<file path="config.mk">
export PLATFORM = sky130hd
export DESIGN_NAME = page_stream_load_receiver
export DESIGN_NICKNAME = d
export VERILOG_FILES = /design/src/core/page_stream_pkg.sv /design/src/core/page_buffer_if.sv /design/src/core/page_stream_load_receiver.sv /design/src/core/page_buffer.sv
export VERILOG_INCLUDE_DIRS = /design/src /design/src/core
export SDC_FILE = /design/constraint.sdc
export NUM_CORES = 1
export LEC_CHECK = 0
export ABC_AREA = 1
export BUFFER_PORTS_ARGS = -buffer_cell sky130_fd_sc_hd__clkbuf_2
export CAP_MARGIN = 10
export CORE_MARGIN = 1
export CORE_UTILIZATION = 50
export DETAILED_ROUTE_END_ITERATION = 10
export PLACE_DENSITY = 0.71
export SYNTH_ARGS = -nofsm -noshare
export SYNTH_HDL_FRONTEND = slang
export SYNTH_SLANG_ARGS = --single-unit
</file>
<file path="constraint.sdc">
create_clock -name clk_i -period 5.77 [get_ports clk_i]
set_input_delay 1.731 -clock clk_i [delete_from_list [all_inputs] [get_ports clk_i]]
set_output_delay 1.731 -clock clk_i [all_outputs]
set_load 0.05 [all_outputs]
</file>
<file path="src/core/page_stream_params.svh">
// Constants for the page-stream load receiver
// How it works
// - Respond only to frame-low start code 1110
// - Last start field before frame rises wins
// - Device select nibble must equal strapped pins
// - Seven address nibbles, most significant first
// - Only address bits 20 to 7 matter
// - Size nibble in clock ten ignored
// - Up to 128 bytes, low nibble first
// - Take nibbles only when ready and load low
// - Cycle recognised only with supervoltage enable high
// - Page aligned, writing starts at byte zero
// - Busy when buffer full, ready for next group
// - Early load end programs whole bytes only
// - Busy until page programmed, then idle ready
`ifndef PAGE_STREAM_PARAMS_SVH
`define PAGE_STREAM_PARAMS_SVH

`define START_CODE 4'he
`define ADDR_LAST_NIBBLE 3'h6
`define ADDR_NIBBLES 3'h7
`define PAGE_BYTES 128
`define PAGE_LSB 7
`define PAGE_MSB 20
`define LAST_OFFSET 8'h7f
`define GROUP_BYTES_DEF 16
`define CLK_PERIOD_PS 5000
`define GROUP_PROG_NS 100
`define PAGE_PROG_NS 1000
`define GROUP_PROG_CYCLES ((`GROUP_PROG_NS * 1000 + `CLK_PERIOD_PS - 1) / `CLK_PERIOD_PS)
`define PAGE_PROG_CYCLES ((`PAGE_PROG_NS * 1000 + `CLK_PERIOD_PS - 1) / `CLK_PERIOD_PS)

`endif

</file>
<file path="src/core/page_stream_pkg.sv">
// Types for the page-stream load receiver
package page_stream_pkg;

  typedef enum logic [2:0] {
    ST_IDLE,
    ST_SEL,
    ST_ADDR,
    ST_SIZE,
    ST_DATA,
    ST_PROG
  } rx_state_t;

  typedef logic [7:0] byte_t;

endpackage

</file>
<file path="src/core/page_buffer_if.sv">
// Link between the cycle decoder and the page buffer
`timescale 1ns/1ps
`default_nettype none

interface page_buffer_if;
  logic wr_en;
  logic [6:0] wr_offset;
  logic [7:0] wr_data;
  logic commit;
  logic final_req;
  logic [13:0] page;
  logic [7:0] count;
  logic busy;

  modport rx (output wr_en, wr_offset, wr_data, commit, final_req, page, count, input busy);
  modport buffer (input wr_en, wr_offset, wr_data, commit, final_req, page, count, output busy);
endinterface

`default_nettype wire

</file>
<file path="src/core/page_stream_load_receiver.sv">
// Page-stream load receiver: LPC cycle decoder and ready/busy control
`timescale 1ns/1ps
`default_nettype none
`include "page_stream_params.svh"

module page_stream_load_receiver
  import page_stream_pkg::*;
#(
  parameter int GROUP_BYTES = `GROUP_BYTES_DEF,
  parameter int GROUP_CYCLES = `GROUP_PROG_CYCLES,
  parameter int PAGE_CYCLES = `PAGE_PROG_CYCLES
) (
  input wire logic clk_i,
  input wire logic resetn_i,
  input wire logic lclk_i,
  input wire logic lframe_n_i,
  input wire logic [3:0] lad_i,
  input wire logic load_active_n_i,
  input wire logic supervoltage_enable_pin_i,
  input wire logic [3:0] chip_select_straps_i,
  input wire logic [6:0] read_offset_i,
  output logic ready_busy_n_o,
  output logic [13:0] page_address_o,
  output logic [7:0] program_count_o,
  output logic program_done_o,
  output logic [7:0] read_data_o
);

  // ----------------------------------------
  // Pin synchronisers
  // ----------------------------------------
  logic [11:0] pin_meta_reg;
  logic [11:0] pin_sync_reg;
  logic lclk_prev_reg;

  always_ff @(posedge clk_i or negedge resetn_i) begin
    if (!resetn_i) begin
      pin_meta_reg <= 12'h000;
      pin_sync_reg <= 12'h000;
      lclk_prev_reg <= 1'b0;
    end else begin
      pin_meta_reg <= {lclk_i, lframe_n_i, lad_i, load_active_n_i,
                       supervoltage_enable_pin_i, chip_select_straps_i};
      pin_sync_reg <= pin_meta_reg;
      lclk_prev_reg <= pin_sync_reg[11];
    end
  end

  logic lclk_s;
  logic frame_n_s;
  logic [3:0] lad_s;
  logic ld_n_s;
  logic hv_s;
  logic [3:0] straps_s;
  logic lclk_rise;

  assign lclk_s = pin_sync_reg[11];
  assign frame_n_s = pin_sync_reg[10];
  assign lad_s = pin_sync_reg[9:6];
  assign ld_n_s = pin_sync_reg[5];
  assign hv_s = pin_sync_reg[4];
  assign straps_s = pin_sync_reg[3:0];
  assign lclk_rise = lclk_s & ~lclk_prev_reg;

  // ----------------------------------------
  // Cycle decoder
  // ----------------------------------------
  page_buffer_if pb ();

  rx_state_t state_reg, state_next;
  logic [2:0] nib_cnt_reg, nib_cnt_next;
  logic [27:0] addr_reg, addr_next;
  logic [7:0] offset_reg, offset_next;
  logic [3:0] low_nib_reg, low_nib_next;
  logic half_reg, half_next;
  logic ready_reg, ready_next;
  logic wr_en_reg, wr_en_next;
  logic [6:0] wr_off_reg, wr_off_next;
  logic [7:0] wr_data_reg, wr_data_next;
  logic commit_reg, commit_next;
  logic final_reg, final_next;
  logic [7:0] count_reg, count_next;
  logic [7:0] offset_inc;

  assign offset_inc = offset_reg + 8'h01;

  always_comb begin
    state_next = state_reg;
    nib_cnt_next = nib_cnt_reg;
    addr_next = addr_reg;
    offset_next = offset_reg;
    low_nib_next = low_nib_reg;
    half_next = half_reg;
    wr_en_next = 1'b0;
    wr_off_next = wr_off_reg;
    wr_data_next = wr_data_reg;
    commit_next = 1'b0;
    final_next = 1'b0;
    count_next = count_reg;
    unique case (state_reg)
      ST_IDLE, ST_SEL: begin
        if (lclk_rise) begin
          if (!frame_n_s) begin
            // Latest start nibble while frame is low decides
            if (lad_s == `START_CODE && hv_s) begin
              state_next = ST_SEL;
            end else begin
              state_next = ST_IDLE;
            end
          end else if (state_reg == ST_SEL) begin
            if (lad_s == straps_s) begin
              state_next = ST_ADDR;
              nib_cnt_next = 3'h0;
            end else begin
              state_next = ST_IDLE;
            end
          end
        end
      end
      ST_ADDR: begin
        if (lclk_rise) begin
          addr_next = {addr_reg[23:0], lad_s};
          nib_cnt_next = nib_cnt_reg + 3'h1;
          if (nib_cnt_reg == `ADDR_LAST_NIBBLE) begin
            state_next = ST_SIZE;
          end
        end
      end
      ST_SIZE: begin
        if (lclk_rise) begin
          state_next = ST_DATA;
          offset_next = 8'h00;
          half_next = 1'b0;
        end
      end
      ST_DATA: begin
        if (ld_n_s) begin
          // Early end: a pending low nibble is dropped
          final_next = 1'b1;
          count_next = offset_reg;
          half_next = 1'b0;
          state_next = ST_PROG;
        end else if (lclk_rise && ready_reg) begin
          if (!half_reg) begin
            low_nib_next = lad_s;
            half_next = 1'b1;
          end else begin
            wr_en_next = 1'b1;
            wr_data_next = {lad_s, low_nib_reg};
            wr_off_next = offset_reg[6:0];
            offset_next = offset_inc;
            half_next = 1'b0;
            if (offset_reg == `LAST_OFFSET) begin
              final_next = 1'b1;
              count_next = offset_inc;
              state_next = ST_PROG;
            end else if ((int'(offset_inc) % GROUP_BYTES) == 0) begin
              commit_next = 1'b1;
            end
          end
        end
      end
      ST_PROG: begin
        if (!pb.busy && !final_reg) begin
          state_next = ST_IDLE;
        end
      end
    endcase
    // Busy while a group drains or the page programs
    ready_next = !(state_next == ST_PROG || commit_next || commit_reg || pb.busy);
  end

  always_ff @(posedge clk_i or negedge resetn_i) begin
    if (!resetn_i) begin
      state_reg <= ST_IDLE;
      nib_cnt_reg <= 3'h0;
      addr_reg <= 28'h0000000;
      offset_reg <= 8'h00;
      low_nib_reg <= 4'h0;
      half_reg <= 1'b0;
      ready_reg <= 1'b1;
      wr_en_reg <= 1'b0;
      wr_off_reg <= 7'h00;
      wr_data_reg <= 8'h00;
      commit_reg <= 1'b0;
      final_reg <= 1'b0;
      count_reg <= 8'h00;
    end else begin
      state_reg <= state_next;
      nib_cnt_reg <= nib_cnt_next;
      addr_reg <= addr_next;
      offset_reg <= offset_next;
      low_nib_reg <= low_nib_next;
      half_reg <= half_next;
      ready_reg <= ready_next;
      wr_en_reg <= wr_en_next;
      wr_off_reg <= wr_off_next;
      wr_data_reg <= wr_data_next;
      commit_reg <= commit_next;
      final_reg <= final_next;
      count_reg <= count_next;
    end
  end

  assign pb.wr_en = wr_en_reg;
  assign pb.wr_offset = wr_off_reg;
  assign pb.wr_data = wr_data_reg;
  assign pb.commit = commit_reg;
  assign pb.final_req = final_reg;
  assign pb.page = addr_reg[`PAGE_MSB:`PAGE_LSB];
  assign pb.count = count_reg;
  assign ready_busy_n_o = ready_reg;

  // ----------------------------------------
  // Page buffer
  // ----------------------------------------
  page_buffer #(
    .GROUP_CYCLES(GROUP_CYCLES),
    .PAGE_CYCLES(PAGE_CYCLES)
  ) u_buffer (
    .clk_i(clk_i),
    .resetn_i(resetn_i),
    .pb(pb),
    .read_offset_i(read_offset_i),
    .page_address_o(page_address_o),
    .program_count_o(program_count_o),
    .program_done_o(program_done_o),
    .read_data_o(read_data_o)
  );
endmodule

`default_nettype wire

</file>
<file path="src/core/page_buffer.sv">
// Page buffer with group drain and page programming timers
`timescale 1ns/1ps
`default_nettype none
`include "page_stream_params.svh"

module page_buffer
  import page_stream_pkg::*;
#(
  parameter int GROUP_CYCLES = `GROUP_PROG_CYCLES,
  parameter int PAGE_CYCLES = `PAGE_PROG_CYCLES
) (
  input wire logic clk_i,
  input wire logic resetn_i,
  page_buffer_if.buffer pb,
  input wire logic [6:0] read_offset_i,
  output logic [13:0] page_address_o,
  output logic [7:0] program_count_o,
  output logic program_done_o,
  output logic [7:0] read_data_o
);

  byte_t mem [`PAGE_BYTES];
  logic busy_reg, busy_next;
  logic page_mode_reg, page_mode_next;
  logic [15:0] timer_reg, timer_next;
  logic [13:0] page_reg, page_next;
  logic [7:0] count_reg, count_next;
  logic done_reg, done_next;

  // ----------------------------------------
  // Timers
  // ----------------------------------------
  always_comb begin
    busy_next = busy_reg;
    page_mode_next = page_mode_reg;
    timer_next = timer_reg;
    page_next = page_reg;
    count_next = count_reg;
    done_next = 1'b0;
    if (pb.commit) begin
      busy_next = 1'b1;
      page_mode_next = 1'b0;
      timer_next = 16'(GROUP_CYCLES - 1);
    end else if (pb.final_req) begin
      busy_next = 1'b1;
      page_mode_next = 1'b1;
      timer_next = 16'(PAGE_CYCLES - 1);
      page_next = pb.page;
      count_next = pb.count;
    end else if (busy_reg) begin
      if (timer_reg == 16'h0000) begin
        busy_next = 1'b0;
        done_next = page_mode_reg;
      end else begin
        timer_next = timer_reg - 16'h0001;
      end
    end
  end

  always_ff @(posedge clk_i or negedge resetn_i) begin
    if (!resetn_i) begin
      busy_reg <= 1'b0;
      page_mode_reg <= 1'b0;
      timer_reg <= 16'h0000;
      page_reg <= 14'h0000;
      count_reg <= 8'h00;
      done_reg <= 1'b0;
      read_data_o <= 8'h00;
    end else begin
      busy_reg <= busy_next;
      page_mode_reg <= page_mode_next;
      timer_reg <= timer_next;
      page_reg <= page_next;
      count_reg <= count_next;
      done_reg <= done_next;
      read_data_o <= mem[read_offset_i];
    end
  end

  always_ff @(posedge clk_i) begin
    if (pb.wr_en) begin
      mem[pb.wr_offset] <= pb.wr_data;
    end
  end

  assign pb.busy = busy_reg;
  assign page_address_o = page_reg;
  assign program_count_o = count_reg;
  assign program_done_o = done_reg;
endmodule

`default_nettype wire

</file>
After elaboration in Yosys (flattened, before gate mapping) --
Memory sizes are Yosys's and may differ from the RTL's. A register that Yosys moved wholly into a read port is not among the register bits. Index checks and enable logic that the tools add are counted.
Storage, ports and cells: memories 1, output and inout port bits 32, logic and storage cells 147, register bits after elaboration 133, bits of input ports 21, memory bits (writable) 1024
Memories:
- u_buffer.mem | words 128, bits a word 8, rd ports 1, clocked after memory_dff 1, write ports 1, line page_buffer.sv:22 | byte_t mem [`PAGE_BYTES];
Cells by class: muxes and demuxes 65, equality and inequality tests 21, bitwise gates (word level) 5, add/sub/neg operators 3, reduce and logical (&&, ||, !) cells 30
Operator list (count):
- 16-bit two-way mux | 4
- 8-bit two-way mux | 8
- 3-bit two-way mux | 16
- 32-bit zero test | 1
- 1-bit two-way mux | 32
- 2-bit inequality test (second input constant) | 9
- 16-bit zero test | 1
- 8-bit case mux with 2 select lines | 1
- 16-bit by 1-bit subtractor with 16-bit output (second input constant) | 1
- 3-bit case mux with 5 select lines | 1
- 3-bit == test (second input constant) | 4
- 4-bit AND reduction | 3
- 2-bit nonzero test | 6
- 8-bit by 1-bit adder with 8-bit output (second input constant) | 1
- 8-bit by 7-bit == test with 1-bit output (second input constant) | 1
- 3-bit by 2-bit == test with 1-bit output (second input constant) | 2
- 3-bit inequality test (second input constant) | 2
- 3-bit case mux with 2 select lines | 1
- 2-bit AND reduction | 3
- 6-bit AND reduction | 1
- 5-bit AND reduction | 1
- 4-bit == test | 1
- 4-bit == test (second input constant) | 1
- 1-bit zero test | 4
- other kinds (12) | 19

Longest topological paths before layout --
word-level depth 12, gate-level depth with buffers 14, gate-level depth less buffers 11

Cells and area by module --
A second synthesis with hierarchy kept.
Second synthesis, totals: cell total of the unflattened synthesis 4161, area total of the unflattened synthesis 47839.6 um2
By module, submodules not included:
- page_buffer | times used 1, area an instance 44052.2 um2, cells an instance 3752
- page_stream_load_receiver | times used 1, area an instance 3787.4 um2, cells an instance 409

Worst setup path after synthesis --
OpenSTA, ideal clock, no wires.
kind in2reg, start point input read_offset_i[1], end point register u_buffer.read_data_o[0], read port of u_buffer.mem, arrival 2.770 ns, path slack 2.884 ns, stages on the path 13, library setup time 0.117 ns, cell sequence buf_2 > inv_2 > buf_2 > buf_2 > nand3_1 > nand3_1 > nand3_1 > nand2_1 > nand2_1 > nand3_1 > nand2_1 > nand2_1 > nand2_1
RTL lines:
- start, declared | line page_stream_load_receiver.sv:21 | input wire logic [6:0] read_offset_i,
- end, declared | line page_buffer.sv:19 | output logic [7:0] read_data_o

==> results.md <==
* Status: complete, no violations
* Post-DR wirelength/cell at 21.4 um
* FP Rows at 112
* Setup TNS at 0 ns
* Synth Instances at 4136
* Largest net degree at the start of global routing at 232
* Warnings, synthesis at 0
* Vias at 31300
* Die width at 311 um
* Total global routing overflow at 0
* Crit Path Class: in -> reg
* Seq cells post-synth at 1165
* Top cell type by total area after synthesis: edfxtp_1
* Slew margin rel. at 7.09%
* Seq/Total Area, Yosys at between 70% and 80%
* Depth of the CTS H-tree at 3
* Syn nets at approximately 4200
* Clock Path Buffers at 3
* Fill count at 7599
* Layout cell share with drive strength beyond 1 at 7.08%
* Drt initial violations at 4527
* Maximum vdd drop at about 0.28 mV
* Distinct cells, synth at 38
* Critical Path AT at 4.31 ns
* ANT nets after route at 0
* Fin nets at 4124
* Cts bufs inserted at 111
* Leak at between 15 and 20 nW
* Die area at 96600 sq um
* Fin crit share at 63.7%
* RSZ-0062 raised after global routing: no
* Max frequency at roughly 270 MHz
* Worst Skew at 0.0437 ns
* Max FO, Critical Path at 214
* Top_reg_cell synth: edfxtp_1
* Post-synth EDFFs at 1024
* CTS tree: yes
* Skew-Pair Late Insertion Delay at a little over 0.7 ns
* Critical Path RT at 6.41 ns
* Initial antenna violation count at 2
* Vias in the first global route at 29900
* First-pass GRT wire length at 178 mm
* Total GRT Usage at 23.9%
* Synth Area per Inst at 11.5 sq um
* Port buffer count at 52
* Final setup viols at 0
* Max-cap viol count at 0
* Postcts setup bufs at 0
* Area Overhead vs Synth at 9.39%
* WL final at 116 mm
* # IOs at 53
* Ys async rst share at between 10% and 20%
* Hold Crit Class: reg -> reg
* Post-route cell area at approximately 52000 sq um
* Synth top area share at between 60% and 70%
* Placed Instance Area at 48500 sq um
* DRC Markers at 0
* Pwr Density at 331 nW/um^2
* Sequential cell area at 34300 sq um
* Cell area after synthesis at between 40000 and 50000 sq um
* Dpl hpwl at roughly 65 mm
* Core area at approximately 94000 sq um
* Die height at 311 um
* Hold Vio Cnt, Final at 0
* Top cells by area, synth: edfxtp_1 64%, nand2_1 11%, nand3_1 10%
* GP Congestion at 0.887
* Post_cts resized at 0
* Cts hold-fix bufs at 0
* Area of the multi-input gates at 11500 sq um
* First-pass DRT Iterations at 6
* Clock Pin Slew Worst Setup and Hold Paths at roughly 0.06 ns
* CP Capture Type: flip-flop
* Vias per cell at 5.75
* Clk sinks at 1165
* Initial core utilization at 50.8%
* Worst Setup Start Kind: input pin
* Min Tclk post-route at ~3.7 ns
* Worst slew pin tran at around 1.4 ns
* Max FFs per register at slightly above 1000
* CTS root buffer: clkbuf_16
* Final Max Tran Viols at 0
## cell usage after synthesis, types with 12 or more instances
master       n
xor2_1      12
edfxtp_1  1024
inv_1       77
nor2_1     178
nand2_1   1343
nand3_1    951
o21ai_0     71
dfrtp_1    140
nor3_1      14
buf_2      116
clkbuf_1    42
buf_4       35
buf_6       51
## final timing paths
kind                                             start                                 to  slack (ns)  cells past startpoint
max reg2reg                pb.wr_offset[4]$_DFFE_PN0P_      u_buffer.mem[52][7]$_DFFE_PP_        2.91                      4
max in group asynchronous                     resetn_i           addr_reg[10]$_DFFE_PN0P_        3.67                      2
min in group asynchronous                     resetn_i  u_buffer.timer_reg[2]$_DFFE_PN0P_        1.11                      1
min reg2reg                 pin_meta_reg[11]$_DFF_PN0_         pin_sync_reg[11]$_DFF_PN0_        0.34                      0
min                         pin_meta_reg[11]$_DFF_PN0_         pin_sync_reg[11]$_DFF_PN0_        0.34                      0
max                                   read_offset_i[0]  u_buffer.read_data_o[4]$_DFF_PN0_        2.09                     13
## placed cells by master (no fill, tap or decap), types with 37 or more instances in the layout
cell,Yosys,routed
nand2_1,1343,1342
edfxtp_1,1024,1024
nand3_1,951,951
nor2_1,178,178
dfrtp_1,140,132
clkbuf_16,0,113
inv_1,77,76
o21ai_0,71,71
clkbuf_2,0,49
buf_4,35,37
## kinds of logic after synthesis
logic type / Yosys count / share of synthesized area, %
AOI/OAI and AO/OA: 107 / 1.22
xor gates and xnor gates: 13 / 0.239
adders and majority gates: 5 / 0.131
buffers and inverters: 331 / 4.00
DFF: 1165 / 71.9
muxes: 5 / 0.118
and+or+nand+nor: 2510 / 22.4
## area by class of cell
class                           instances  area share (%)
Antenna cell                            1         0.00480
Clock buffer                          151            5.92
Clock inverter                         58            1.18
Inverter                               82           0.640
Multi-Input combinational cell       2640            22.1
Sequential cell                      1165            65.8
Tap cell                             1254            3.01
Timing Repair Buffer                   98            1.42
## report_power, final
group | switching, mW | internal, mW | total, mW
Sequential | 0.0240 | 9.07 | 9.10
Clock | 3.11 | 4.25 | 7.35
Combinational | 0.591 | 0.213 | 0.804
## per-layer routing
metal | part of all wire, % | GRT usage (%) | wire (um)
met1 | 39 | 33.1 | 45700
met2 | 48 | 38.4 | 55700
met3 | 10 | 4.26 | 11600
met4 | 3.0 | 7.69 | 3490
met5 | 0.011 | 0 | 13
## critical path, stage by stage
cell and delay (ns):
buf_8 0.13, inv_16 0.30, buf_12 0.55, nand2_1 0.13, nand3_1 0.11, nand3_1 0.08, nand3_1 0.14, nand2_1 0.14
nand2_1 0.10, nand3_1 0.16, nand2_1 0.12, nand2_1 0.06, nand2_1 0.06
## through the flow
stage	instances	power [mW]	util [%]	setup slack (ns)	hold slack, ns
floorplan	4136	9.84	-	2.88	0.331
global placement	5237	10.1	51.6	1.55	0.332
detailed placement	5237	10.1	51.6	1.56	0.336
CTS	5446	17.3	55.6	2.30	0.349
global route	5448	17.7	55.6	1.99	0.352
finish	5449	17.3	55.6	2.09	0.342
No activity file was read; power rests on OpenSTA's default activity.
